## src/rtl/rlps_pkg.sv

```systemverilog
package rlps_pkg;

  // ****************************************
  // Channels and gearbox
  // ****************************************
  localparam int N_CH       = 4;
  localparam int GB_WIDTH   = 64;
  localparam int TX_SHIFT_W = 7;
  localparam int RX_SLIP_W  = 6;
  localparam logic [TX_SHIFT_W-1:0] TX_SHIFT_MAX = 7'h3f;

  // ****************************************
  // Block lock
  // ****************************************
  localparam logic [6:0] LOCK_GOOD_LAST  = 7'h3f;
  localparam logic [4:0] UNLOCK_BAD_LAST = 5'h0f;
  localparam logic [5:0] MON_WIN_LAST    = 6'h3f;
  localparam logic [1:0] SH_STRETCH      = 2'h3;

  // ****************************************
  // Error ratio monitor and counters
  // ****************************************
  localparam int CLK_PERIOD_NS     = 4;
  localparam int BER_WINDOW_NS     = 125000;
  localparam int BER_WINDOW_CYCLES = BER_WINDOW_NS / CLK_PERIOD_NS;
  localparam int BER_HOLD_CYCLES   = (BER_WINDOW_NS + CLK_PERIOD_NS - 1) / CLK_PERIOD_NS;
  localparam int BER_TMR_W         = 15;
  localparam logic [4:0] HIGH_BER_BAD = 5'h10;
  localparam int ERRBLK_W          = 8;
  localparam int BERCNT_W          = 6;

  // ****************************************
  // Pattern verifier
  // ****************************************
  localparam int PRBS_W = 8;
  localparam logic [4:0] PRBS_PASS_LAST = 5'h0f;

  // ****************************************
  // Register port
  // ****************************************
  localparam int ADDR_W = 8;
  localparam int DATA_W = 32;
  localparam logic [ADDR_W-1:0] REG_IRQ_STATUS = 8'h00;
  localparam logic [ADDR_W-1:0] REG_IRQ_MASK   = 8'h04;
  localparam logic [ADDR_W-1:0] REG_LIVE       = 8'h08;
  localparam int EV_W           = 12;
  localparam int EV_LOCKLOSS    = 0;
  localparam int EV_HIGHBER     = 4;
  localparam int EV_PRBSERR     = 8;
  localparam logic [EV_W-1:0] IRQ_MASK_RESET = 12'h000;

  typedef enum logic {LK_HUNT, LK_LOCKED} rlps_lock_e;

  // Next word of x^7+x^6+1, oldest bit in the msb
  function automatic logic [PRBS_W-1:0] rlps_prbs_next(input logic [6:0] seed);
    logic [6:0] st;
    logic [PRBS_W-1:0] w;
    st = seed;
    w  = '0;
    for (int i = PRBS_W - 1; i >= 0; i--) begin
      w[i] = st[6] ^ st[5];
      st   = {st[5:0], w[i]};
    end
    return w;
  endfunction : rlps_prbs_next

endpackage : rlps_pkg

```

## src/rtl/rlps_stretch.sv

```systemverilog
`timescale 1ns/1ns
module rlps_stretch #(
  parameter int W = 4
) (
  // Clock and reset
  input  wire logic         core_clk,
  input  wire logic         rst_b,
  // One-cycle events in, stretched levels out
  input  wire logic [W-1:0] ev,
  output logic      [W-1:0] stretched
);
  import rlps_pkg::*;

  logic [1:0] cnt [W];

  always_ff @(posedge core_clk) begin
    if (!rst_b) begin
      for (int i = 0; i < W; i++) begin
        cnt[i]       <= 2'h0;
        stretched[i] <= 1'b0;
      end
    end else begin
      for (int i = 0; i < W; i++) begin
        if (ev[i]) begin
          cnt[i] <= SH_STRETCH;
        end else if (cnt[i] != 2'h0) begin
          cnt[i] <= cnt[i] - 2'h1;
        end
        stretched[i] <= ev[i] | (cnt[i] > 2'h1);
      end
    end
  end

endmodule : rlps_stretch

```

## src/rtl/rlps_top.sv

```systemverilog
`timescale 1ns/1ns
module rlps_top #(
  parameter int BER_WIN_CYC  = rlps_pkg::BER_WINDOW_CYCLES,
  parameter int BER_HOLD_CYC = rlps_pkg::BER_HOLD_CYCLES
) (
  // Clock and reset
  input  wire logic                                        core_clk,
  input  wire logic                                        rst_b,
  // Register port
  input  wire logic [rlps_pkg::ADDR_W-1:0]                 reg_addr,
  input  wire logic [rlps_pkg::DATA_W-1:0]                 reg_wdata,
  input  wire logic                                        reg_wr,
  input  wire logic                                        reg_rd,
  output logic      [rlps_pkg::DATA_W-1:0]                 reg_rdata,
  output logic                                             irq,
  // Block synchronizer
  input  wire logic [rlps_pkg::N_CH-1:0]                   rx_hdr_valid,
  input  wire logic [rlps_pkg::N_CH-1:0]                   rx_hdr_bad,
  output logic      [rlps_pkg::N_CH-1:0]                   rx_block_locked,
  output logic      [rlps_pkg::N_CH-1:0]                   rx_bad_sync_header,
  // Metaframe control words
  input  wire logic [rlps_pkg::N_CH-1:0]                   rx_skip_slot,
  input  wire logic [rlps_pkg::N_CH-1:0]                   rx_diag_slot,
  input  wire logic [rlps_pkg::N_CH-1:0]                   rx_ctl_word_ok,
  input  wire logic [2*rlps_pkg::N_CH-1:0]                 rx_diag_lane_bits,
  output logic      [rlps_pkg::N_CH-1:0]                   rx_skip_word_error,
  output logic      [rlps_pkg::N_CH-1:0]                   rx_diag_word_error,
  output logic      [2*rlps_pkg::N_CH-1:0]                 rx_lane_status_msg,
  // Gearbox slip
  input  wire logic [rlps_pkg::N_CH-1:0]                   rx_gearbox_slip,
  output logic      [rlps_pkg::RX_SLIP_W*rlps_pkg::N_CH-1:0] rx_slip_offset,
  input  wire logic [rlps_pkg::TX_SHIFT_W*rlps_pkg::N_CH-1:0] tx_gearbox_shift,
  output logic      [rlps_pkg::TX_SHIFT_W*rlps_pkg::N_CH-1:0] tx_shift_amount,
  // Error block and ratio counters
  input  wire logic [rlps_pkg::N_CH-1:0]                   rx_err_state_entry,
  input  wire logic [rlps_pkg::N_CH-1:0]                   rx_clear_errblock_counter,
  output logic      [rlps_pkg::ERRBLK_W*rlps_pkg::N_CH-1:0] rx_errblock_count,
  input  wire logic [rlps_pkg::N_CH-1:0]                   rx_clear_ber_counter,
  output logic      [rlps_pkg::BERCNT_W*rlps_pkg::N_CH-1:0] rx_ber_count,
  output logic      [rlps_pkg::N_CH-1:0]                   rx_high_error_ratio,
  // Pattern verifier
  input  wire logic [rlps_pkg::N_CH-1:0]                   prbs_word_valid,
  input  wire logic [rlps_pkg::PRBS_W*rlps_pkg::N_CH-1:0]  prbs_word,
  input  wire logic [rlps_pkg::N_CH-1:0]                   prbs_verify_clear,
  output logic      [rlps_pkg::N_CH-1:0]                   prbs_verify_done,
  output logic      [rlps_pkg::N_CH-1:0]                   prbs_verify_error
);
  import rlps_pkg::*;

  localparam logic [BER_TMR_W-1:0] BER_WIN_LAST  = BER_TMR_W'(BER_WIN_CYC - 1);
  localparam logic [BER_TMR_W-1:0] BER_HOLD_LAST = BER_TMR_W'(BER_HOLD_CYC - 1);

  rlps_lock_e         lock_st   [N_CH];
  logic [6:0]         good_cnt  [N_CH];
  logic [5:0]         win_cnt   [N_CH];
  logic [4:0]         bad_cnt   [N_CH];
  logic [N_CH-1:0]    lockloss_ev;
  logic [N_CH-1:0]    sh_err_ev;
  logic [N_CH-1:0]    slip_prev;
  logic [BER_TMR_W-1:0] ber_tmr;
  logic [4:0]         ber_bad   [N_CH];
  logic [BER_TMR_W-1:0] ber_age [N_CH];
  logic [N_CH-1:0]    ber_rise_ev;
  logic [6:0]         prbs_seed [N_CH];
  logic [PRBS_W-1:0]  prbs_pred [N_CH];
  logic [4:0]         prbs_cnt  [N_CH];
  logic [N_CH-1:0]    prbs_aligned;
  logic [EV_W-1:0]    irq_status;
  logic [EV_W-1:0]    irq_mask;
  logic [EV_W-1:0]    events;
  logic [EV_W-1:0]    w1c;

  // ****************************************
  // Block lock
  // ****************************************
  always_ff @(posedge core_clk) begin
    if (!rst_b) begin
      for (int c = 0; c < N_CH; c++) begin
        lock_st[c]  <= LK_HUNT;
        good_cnt[c] <= 7'h00;
        win_cnt[c]  <= 6'h00;
        bad_cnt[c]  <= 5'h00;
      end
      rx_block_locked <= '0;
      lockloss_ev     <= '0;
    end else begin
      for (int c = 0; c < N_CH; c++) begin
        lockloss_ev[c] <= 1'b0;
        if (rx_hdr_valid[c]) begin
          unique case (lock_st[c])
            LK_HUNT: begin
              if (rx_hdr_bad[c]) begin
                good_cnt[c] <= 7'h00;
              end else if (good_cnt[c] == LOCK_GOOD_LAST) begin
                lock_st[c]         <= LK_LOCKED;
                rx_block_locked[c] <= 1'b1;
                good_cnt[c]        <= 7'h00;
                win_cnt[c]         <= 6'h00;
                bad_cnt[c]         <= 5'h00;
              end else begin
                good_cnt[c] <= good_cnt[c] + 7'h01;
              end
            end
            LK_LOCKED: begin
              // Sixteenth bad header inside one window drops lock
              if (rx_hdr_bad[c] && bad_cnt[c] == UNLOCK_BAD_LAST) begin
                lock_st[c]         <= LK_HUNT;
                rx_block_locked[c] <= 1'b0;
                lockloss_ev[c]     <= 1'b1;
              end else if (win_cnt[c] == MON_WIN_LAST) begin
                win_cnt[c] <= 6'h00;
                bad_cnt[c] <= rx_hdr_bad[c] ? 5'h01 : 5'h00;
              end else begin
                win_cnt[c] <= win_cnt[c] + 6'h01;
                if (rx_hdr_bad[c]) begin
                  bad_cnt[c] <= bad_cnt[c] + 5'h01;
                end
              end
            end
          endcase
        end
      end
    end
  end

  assign sh_err_ev = rx_hdr_valid & rx_hdr_bad & rx_block_locked;

  // Outputs cross to fabric; the user side must synchronize them
  rlps_stretch #(
    .W (N_CH)
  ) u_sh_stretch (
    .core_clk  (core_clk),
    .rst_b     (rst_b),
    .ev        (sh_err_ev),
    .stretched (rx_bad_sync_header)
  );

  // ****************************************
  // Metaframe control words
  // ****************************************
  always_ff @(posedge core_clk) begin
    if (!rst_b) begin
      rx_skip_word_error <= '0;
      rx_diag_word_error <= '0;
      rx_lane_status_msg <= '0;
    end else begin
      for (int c = 0; c < N_CH; c++) begin
        // Flags freeze while unlocked
        if (rx_block_locked[c]) begin
          if (rx_skip_slot[c]) begin
            rx_skip_word_error[c] <= !rx_ctl_word_ok[c];
          end
          if (rx_diag_slot[c]) begin
            rx_diag_word_error[c] <= !rx_ctl_word_ok[c];
          end
        end
        if (rx_diag_slot[c] && rx_ctl_word_ok[c]) begin
          rx_lane_status_msg[2*c +: 2] <= rx_diag_lane_bits[2*c +: 2];
        end
      end
    end
  end

  // ****************************************
  // Gearbox slip
  // ****************************************
  always_ff @(posedge core_clk) begin
    if (!rst_b) begin
      slip_prev      <= '0;
      rx_slip_offset <= '0;
    end else begin
      slip_prev <= rx_gearbox_slip;
      for (int c = 0; c < N_CH; c++) begin
        // Offset wraps modulo the gearbox width
        if (rx_gearbox_slip[c] && !slip_prev[c]) begin
          rx_slip_offset[RX_SLIP_W*c +: RX_SLIP_W] <=
            rx_slip_offset[RX_SLIP_W*c +: RX_SLIP_W] + 6'h01;
        end
      end
    end
  end

  always_ff @(posedge core_clk) begin
    if (!rst_b) begin
      tx_shift_amount <= '0;
    end else begin
      for (int c = 0; c < N_CH; c++) begin
        if (tx_gearbox_shift[TX_SHIFT_W*c +: TX_SHIFT_W] > TX_SHIFT_MAX) begin
          tx_shift_amount[TX_SHIFT_W*c +: TX_SHIFT_W] <= TX_SHIFT_MAX;
        end else begin
          tx_shift_amount[TX_SHIFT_W*c +: TX_SHIFT_W] <=
            tx_gearbox_shift[TX_SHIFT_W*c +: TX_SHIFT_W];
        end
      end
    end
  end

  // ****************************************
  // Error block and bad header counters
  // ****************************************
  always_ff @(posedge core_clk) begin
    if (!rst_b) begin
      rx_errblock_count <= '0;
      rx_ber_count      <= '0;
    end else begin
      for (int c = 0; c < N_CH; c++) begin
        // A clear in the cycle of an entry keeps that entry
        if (rx_clear_errblock_counter[c]) begin
          rx_errblock_count[ERRBLK_W*c +: ERRBLK_W] <= {7'h00, rx_err_state_entry[c]};
        end else if (rx_err_state_entry[c] && !(&rx_errblock_count[ERRBLK_W*c +: ERRBLK_W])) begin
          rx_errblock_count[ERRBLK_W*c +: ERRBLK_W] <=
            rx_errblock_count[ERRBLK_W*c +: ERRBLK_W] + 8'h01;
        end
        if (rx_clear_ber_counter[c]) begin
          rx_ber_count[BERCNT_W*c +: BERCNT_W] <= {5'h00, sh_err_ev[c]};
        end else if (sh_err_ev[c] && !(&rx_ber_count[BERCNT_W*c +: BERCNT_W])) begin
          rx_ber_count[BERCNT_W*c +: BERCNT_W] <= rx_ber_count[BERCNT_W*c +: BERCNT_W] + 6'h01;
        end
      end
    end
  end

  // ****************************************
  // High error ratio monitor
  // ****************************************
  always_ff @(posedge core_clk) begin
    if (!rst_b) begin
      ber_tmr <= '0;
    end else if (ber_tmr == BER_WIN_LAST) begin
      ber_tmr <= '0;
    end else begin
      ber_tmr <= ber_tmr + 15'h0001;
    end
  end

  // Independent of the ratio counter clear, which only touches rx_ber_count
  always_ff @(posedge core_clk) begin
    if (!rst_b) begin
      for (int c = 0; c < N_CH; c++) begin
        ber_bad[c] <= 5'h00;
        ber_age[c] <= '0;
      end
      rx_high_error_ratio <= '0;
      ber_rise_ev         <= '0;
    end else begin
      for (int c = 0; c < N_CH; c++) begin
        ber_rise_ev[c] <= 1'b0;
        if (ber_tmr == BER_WIN_LAST) begin
          ber_bad[c] <= sh_err_ev[c] ? 5'h01 : 5'h00;
          // Drop only after a quiet window and a full hold time
          if (rx_high_error_ratio[c] && ber_bad[c] != HIGH_BER_BAD && ber_age[c] == BER_HOLD_LAST) begin
            rx_high_error_ratio[c] <= 1'b0;
          end
        end else if (sh_err_ev[c] && ber_bad[c] != HIGH_BER_BAD) begin
          ber_bad[c] <= ber_bad[c] + 5'h01;
          if (ber_bad[c] == HIGH_BER_BAD - 5'h01) begin
            rx_high_error_ratio[c] <= 1'b1;
            ber_rise_ev[c]         <= !rx_high_error_ratio[c];
            ber_age[c]             <= '0;
          end
        end
        if (rx_high_error_ratio[c] && ber_age[c] != BER_HOLD_LAST &&
            !(sh_err_ev[c] && ber_bad[c] == HIGH_BER_BAD - 5'h01)) begin
          ber_age[c] <= ber_age[c] + 15'h0001;
        end
      end
    end
  end

  // ****************************************
  // Pattern verifier
  // ****************************************
  always_comb begin
    for (int c = 0; c < N_CH; c++) begin
      prbs_pred[c] = rlps_prbs_next(prbs_seed[c]);
    end
  end

  always_ff @(posedge core_clk) begin
    if (!rst_b) begin
      for (int c = 0; c < N_CH; c++) begin
        prbs_seed[c] <= 7'h00;
        prbs_cnt[c]  <= 5'h00;
      end
      prbs_aligned      <= '0;
      prbs_verify_done  <= '0;
      prbs_verify_error <= '0;
    end else begin
      for (int c = 0; c < N_CH; c++) begin
        prbs_verify_error[c] <= 1'b0;
        if (prbs_verify_clear[c]) begin
          prbs_seed[c]        <= 7'h00;
          prbs_cnt[c]         <= 5'h00;
          prbs_aligned[c]     <= 1'b0;
          prbs_verify_done[c] <= 1'b0;
        end else if (prbs_word_valid[c]) begin
          if (!prbs_aligned[c]) begin
            prbs_seed[c]    <= prbs_word[PRBS_W*c +: 7];
            prbs_aligned[c] <= 1'b1;
            prbs_cnt[c]     <= 5'h00;
          end else if (!prbs_verify_done[c]) begin
            // Mismatch before done restarts alignment from this word
            prbs_seed[c] <= prbs_word[PRBS_W*c +: 7];
            if (prbs_word[PRBS_W*c +: PRBS_W] != prbs_pred[c]) begin
              prbs_cnt[c] <= 5'h00;
            end else if (prbs_cnt[c] == PRBS_PASS_LAST) begin
              prbs_verify_done[c] <= 1'b1;
            end else begin
              prbs_cnt[c] <= prbs_cnt[c] + 5'h01;
            end
          end else begin
            // Free-run on the prediction so one bad word gives one pulse
            prbs_seed[c]         <= prbs_pred[c][6:0];
            prbs_verify_error[c] <= prbs_word[PRBS_W*c +: PRBS_W] != prbs_pred[c];
          end
        end
      end
    end
  end

  // ****************************************
  // Interrupts and register port
  // ****************************************
  assign events = {prbs_verify_error, ber_rise_ev, lockloss_ev};
  assign w1c    = (reg_wr && reg_addr == REG_IRQ_STATUS) ? reg_wdata[EV_W-1:0] : '0;

  always_ff @(posedge core_clk) begin
    if (!rst_b) begin
      irq_status <= '0;
      irq        <= 1'b0;
    end else begin
      // Set wins over a same-cycle clear
      irq_status <= (irq_status & ~w1c) | events;
      irq        <= |(irq_status & irq_mask);
    end
  end

  always_ff @(posedge core_clk) begin
    if (!rst_b) begin
      irq_mask <= IRQ_MASK_RESET;
    end else if (reg_wr && reg_addr == REG_IRQ_MASK) begin
      irq_mask <= reg_wdata[EV_W-1:0];
    end
  end

  always_ff @(posedge core_clk) begin
    if (!rst_b) begin
      reg_rdata <= '0;
    end else if (reg_rd) begin
      unique case (reg_addr)
        REG_IRQ_STATUS: reg_rdata <= {20'h00000, irq_status};
        REG_IRQ_MASK:   reg_rdata <= {20'h00000, irq_mask};
        REG_LIVE:       reg_rdata <= {20'h00000, prbs_verify_done, rx_high_error_ratio, rx_block_locked};
        default:        reg_rdata <= '0;
      endcase
    end else begin
      reg_rdata <= '0;
    end
  end

endmodule : rlps_top

```

## config.mk

```make
export PLATFORM = sky130hd
export DESIGN_NAME = rlps_top
export DESIGN_NICKNAME = d
export VERILOG_FILES = /design/src/rtl/rlps_pkg.sv /design/src/rtl/rlps_stretch.sv /design/src/rtl/rlps_top.sv
export SDC_FILE = /design/constraint.sdc
export NUM_CORES = 1
export LEC_CHECK = 0
export BUFFER_PORTS_ARGS = -buffer_cell sky130_fd_sc_hd__buf_4
export CORE_UTILIZATION = 30
export DETAILED_ROUTE_END_ITERATION = 6
export HOLD_SLACK_MARGIN = 0.15
export PLACE_DENSITY_LB_ADDON = 0.15
export SYNTH_ARGS = -nofsm -noshare
export SYNTH_HDL_FRONTEND = slang
export SYNTH_SLANG_ARGS = --single-unit
```

## constraint.sdc

```tcl
create_clock -name core_clk -period 3.8 [get_ports core_clk]
set_input_delay 0.57 -clock core_clk [delete_from_list [all_inputs] [get_ports core_clk]]
set_output_delay 0.57 -clock core_clk [all_outputs]
set_load 0.05 [all_outputs]
```

==> results.cfg, run 1 <==
[worst_setup_path]
crit_required_ns = 3.91
startpoint_type = register
crit_type = reg2reg
path_max_fanout = 16
cp_data_arrival_time_ns = 3.05
end_kind = register

[sta]
clock_skew_ns = 0.0225
post-route-period-util = 0.773
relSlewSlack = 0.310
slew_violations = 0
period_needed_ns = 2.94
final-setup-viol-count = 0
max_freq_ghz = 0.340
rsz0062_at_grt = no
finalHoldViolations = 0
worst_pin_slew_ns = 1.02
final.setup.tns_ns = 0
setup_slack_ns = 0.861

[finish]
areaGrowthSynthToFinish_pct = 24.2
regArea_um2 = 10600
nets = 2556
n_fill_cell = 6608
layout-drive-gt1-share = 0.171
design_area_um2 = 25000
multiInputGateArea_um2 = 8950

[yosys]
synth.most_common_cell = nor2_1
netlist_area_um2 = 20100
synth_top_area_cell = edfxtp_1
synth_enable_flop_cells = 209
async_flop_share = 0
syn-mean-instance-area_um2 = 9.96
synthFlopType = dfxtp_1
ys_seq_area_frac = 0.527
ys_ff_latch = 424
synth_commonest_cells = nor2_1, dfxtp_1, edfxtp_1
yosysUniqueCellTypes = 61
synth_top_area_frac = 0.313
synth_warnings = 0
ys_top_cells_by_area = edfxtp_1, dfxtp_1, nor2_1
syn_inst = 2016

[clock_tree]
clockBufferDepth = 3
clock_latency_ns = 0.60
cts_sinks = 424
post_cts_resized = 0
cts_max_level = 2
clk_pin_slew_worst_paths_ns = 0.06
tritoncts = built
cts_buffers = 52
root_buffer = clkbuf_16

[drt]
drtPass1Iterations = 7
drc = 56
finalWirelength_mm = 49.7
via_per_inst = 4.67
vias = 15100
drt-initial-drc-count = 690
ant_nets = 0
wire_per_inst_um = 15.3

[global_route]
grt_max_degree = 48
antenna_found_initial = 1
grt_pass1_vias = 14900
grt.overflow.total = 0
grt_util_all_layers = 0.145
grt_pass1_wl_mm = 79.1

[placed_design]
portBuffers = 292
place_area_um2 = 23200
dp_slack_ns = 0.780
place_hpwl_mm = 36.3
gp_congestion = 0.804

[floorplan]
io-pin-count = 333
dieArea_um2 = 68000
coreArea_um2 = 66000
rows = 94
die_w_um = 261
die_h_um = 261
start_util = 0.304

[pwr]
p_leak_nw = 9.90
peakVddDrop_mv = 0.292
pwr_density_cell_nw_per_um2 = 448

[hold_path]
hold_path_class = in2reg

[run]
drv_cap = 0

[status]
outcome = complete, but fails checks
violations = DRC
per-stage QoR:
| stage | hold WS [ns] | power [mW] | cells | util |
|---|---|---|---|---|
| 2_1_floorplan | 0.418 | 5.92 | 2039 | - |
| 3_3_place_gp | 0.431 | 6.25 | 3137 | 0.351 |
| 3_5_place_dp | 0.433 | 6.28 | 3137 | 0.351 |
| 4_1_cts | 0.151 | 11.4 | 3242 | 0.378 |
| 5_1_grt | 0.171 | 11.7 | 3242 | 0.378 |
| 6_report | 0.197 | 11.2 | 3243 | 0.378 |
logic make-up after synthesis:
group                      after synthesis  share of synthesized area
xor gates and xnor gates               228                      0.104
and+or+nand+nor                        907                      0.213
other                                    1                   0.000187
muxes                                   36                     0.0179
buffers and inverters                  139                     0.0320
AOI/OAI and AO/OA                      215                     0.0645
DFF                                    424                      0.527
adders and majority gates               66                     0.0411
path summary, 6_finish.rpt:
kind / startpoint / to / slack [ns] / depth (start not counted)
setup / recovery: ber_age[0][2] / ber_age[0][1] / 0.86 / 5
hold / removal: tx_gearbox_shift[7] / tx_shift_amount[7] / 0.20 / 3
setup reg to reg: ber_age[0][2] / ber_age[0][1] / 0.86 / 5
hold reg to reg: lockloss_ev[2] / irq_status[2] / 0.44 / 1
where the power goes:
| part | leakage, nW | switching [mW] | internal, mW |
|---|---|---|---|
| Combinational | 5.06 | 0.639 | 0.405 |
| Sequential | 3.99 | 0.147 | 4.99 |
| Clock | 0.854 | 2.01 | 2.97 |
cell type report:
cell class | instances | area share
clock inverters | 24 | 0.00883
inverters | 69 | 0.0105
multi-input cells | 1476 | 0.359
diodes | 1 | 0.000100
well taps | 864 | 0.0433
flip-flops and latches | 424 | 0.424
clock buffers | 74 | 0.0604
repair buffers | 311 | 0.0943
critical path: stages, from the launching register on:
cell      delay, ns
edfxtp_1       0.47
nor4_1         0.32
nand4_1        0.12
or4_1          0.56
nand4_2        0.34
nand3_1        0.65
placed cells by master (no fill, tap or decap), types with 68 or more instances in the layout:
cell	synthesis	layout
nor2_1	395	395
buf_4	21	304
dfxtp_1	215	215
edfxtp_1	209	209
nand2_1	135	135
xor2_1	127	127
nand3_1	118	118
xnor2_1	94	94
inv_1	69	68
o21ai_0	68	68
a21oi_1	68	68
sequential cells by signal, summed over array words and instances, names as in the netlist, 15 cells and up:
name and flops:
rx_ber_count 24, prbs_cnt 20, good_cnt 28, bad_cnt 20, rx_slip_offset 24, ber_tmr 15, tx_shift_amount 28, win_cnt 24
rx_errblock_count 32, prbs_seed 28, ber_age 60, ber_bad 20
repair_timing:
action,in CTS,in global routing
hold endpoints to repair,7,0
hold buffers,7,0
setup buffers,0,0
per-layer routing:
layer  up-vias  wire length (um)  share of wire  GRT usage
met1      7150             22300           0.45      0.184
met4         0              1230          0.025     0.0478
met5         -                 0              0          0
met2       273             23500           0.47      0.244
li1       7646                 -              -          -
met3        79              2720          0.055     0.0303
No activity file was read; power rests on OpenSTA's default activity.
==> run 2, diff against run 1 <==
==> constraint.sdc (replaced) <==
create_clock -name core_clk -period 3.1 [get_ports core_clk]
set_input_delay 0.465 -clock core_clk [delete_from_list [all_inputs] [get_ports core_clk]]
set_output_delay 0.465 -clock core_clk [all_outputs]
set_load 0.05 [all_outputs]
==> run 2 against run 1 <==
  * The flow still finishes with violations (DRC)
  * Sequential share of layout area decreased by 2.1 points
  * Via count increased by 3.8%
  * Hold slack got worse by 0.0034 ns
  * Clock skew decreased by 0.0046 ns
  * Final cell count increased by 3.9%
  * Combinational power increased by 35%
  * Non-clock buffer count increased by 129
  * Register-to-register slack got worse by 0.18 ns
  * Die area unchanged
  * Critical path depth increased by 1
  * Clock power increased by 22%
  * Largest power group unchanged
  * Highest routed layer is now met5
==> results.cfg, run 2 (synthesis gave the netlist of run 1 again) <==
[clock_tree]
clk_pin_slew_worst_paths_ns = 0.06
cts_setup_buffers = 0
clock_latency_ns = 0.59
hold_buffers = 129
cts_sinks = 424
cts_buffers = 51
tritoncts = built
root_buffer = clkbuf_16
clockBufferDepth = 3
cts_max_level = 2
post_cts_resized = 0

[drt]
vias = 15700
drtPass1Iterations = 7
drc = 56
via_per_inst = 4.66
drt-initial-drc-count = 741
wire_per_inst_um = 15.2
finalWirelength_mm = 51.1
ant_nets = 0

[sta]
final-setup-viol-count = 0
clock_skew_ns = 0.0179
max_freq_ghz = 0.413
post-route-period-util = 0.780
final.setup.tns_ns = 0
worst_pin_slew_ns = 1.01
period_needed_ns = 2.42
rsz0062_at_grt = no
relSlewSlack = 0.323
hold_ws_ns = 0.194
setup_slack_ns = 0.681
slew_violations = 0
finalHoldViolations = 0

[run]
drv_cap = 0

[worst_setup_path]
critPathMaxStageDelay_ns = 0.56
crit_required_ns = 3.42
startpoint_type = register
end_kind = register
crit_type = reg2reg
cp_data_arrival_time_ns = 2.74
path_max_fanout = 16
worst-path-buf-inv = 1
crit_chain = nor4_1, nand4_1, or4_1, nand4_2, nand3_1, buf_4
reg2reg_slack_ns = 0.68
path_delay_family = simple AND/OR/NAND/NOR gates
slowest_stage = or4_1

[pwr]
switching_share = 0.248
p_leak_nw = 10.5
p_clk_frac = 0.442
pwr-share-seq = 0.457
power_frac_comb = 0.102
p_switching_mw = 3.42
pwr_density_cell_nw_per_um2 = 526
intPower_mw = 10.4
peakVddDrop_mv = 0.309

[status]
outcome = complete, but fails checks
violations = DRC

[finish]
areaGrowthSynthToFinish_pct = 30.7
layout_common_cells = nor2_1, buf_4, dfxtp_1
design_area_um2 = 26200
fin_util = 0.398
regMostFlops = ber_age
nets = 2684
final_common_cell = nor2_1
largest_reg_flops = 60
layout-drive-gt1-share = 0.165
top_regs = ber_age x60, rx_errblock_count x32

[global_route]
grt_util_all_layers = 0.147
grt_max_degree = 64
grt_pass1_vias = 15300
grt_pass1_wl_mm = 80.5
grt.overflow.total = 0
antenna_found_initial = 3

[floorplan]
coreArea_um2 = 66000
start_util = 0.304
die_h_um = 261
die_w_um = 261
dieArea_um2 = 68000
io-pin-count = 333
rows = 94

[placed_design]
place_area_um2 = 23200
place_hpwl_mm = 36.1
portBuffers = 292
gp_congestion = 0.790
dp_slack_ns = 0.566

[hold_path]
hold_path_class = in2reg
## run 2: cell count changes in the layout (fill, tap and decap cells not counted), sizes merged
| cell | previous run | this run |
|---|---|---|
| clkinv | 14 | 18 |
| dlygate4sd3 | 7 | 129 |
| inv | 75 | 70 |
| clkbuf | 74 | 72 |
| buf | 304 | 311 |
| clkinvlp | 1 | 2 |
## run 2: metal layers
layer,up-vias,global-route usage,share of wire,routed length (um)
met5,-,0,0.00051,26
met4,4,0.0452,0.021,1080
met3,81,0.0287,0.053,2720
met2,282,0.253,0.48,24600
met1,7454,0.185,0.44,22700
li1,7900,-,-,-
## run 2: path summary, 6_finish.rpt
check | cells past startpoint | startpoint | end
min | 3 | tx_gearbox_shift[9] | tx_shift_amount[9]
min reg2reg | 1 | lockloss_ev[3] | irq_status[3]
max reg2reg | 6 | ber_age[0][2] | ber_age[0][8]
max | 6 | ber_age[0][2] | ber_age[0][8]
## run 2: layout make-up
| class | count | area, um^2 |
|---|---|---|
| diodes | 1 | 2.50 |
| clock buffers | 72 | 1520 |
| clock inverters | 24 | 210 |
| fillers | 6504 | 39700 |
| inverters | 69 | 262 |
| multi-input cells | 1476 | 8950 |
| flip-flops and latches | 424 | 10600 |
| well taps | 864 | 1080 |
| repair buffers | 440 | 3640 |
## run 2: stage by stage
stage,power [mW],instances
after CTS,14.0,3369
final,13.8,3370
after global placement,7.66,3144
after detailed placement,7.70,3144
after floorplan,7.26,2039
after global routing,14.4,3369
## run 2: power by group through the flow
stage	logic [mW]	registers (mW)	clock network, mW
after CTS	1.41	6.30	6.32
final	1.40	6.30	6.10
after floorplan	0.689	6.57	0
after global placement	1.25	6.41	0
after detailed placement	1.28	6.42	0
after global routing	1.55	6.34	6.54
## run 2: worst min-delay path: cells and delay by family
kind	cells	cell delay [ns]
and+or+nand+nor	2	0.15
buffers and inverters	1	0.11
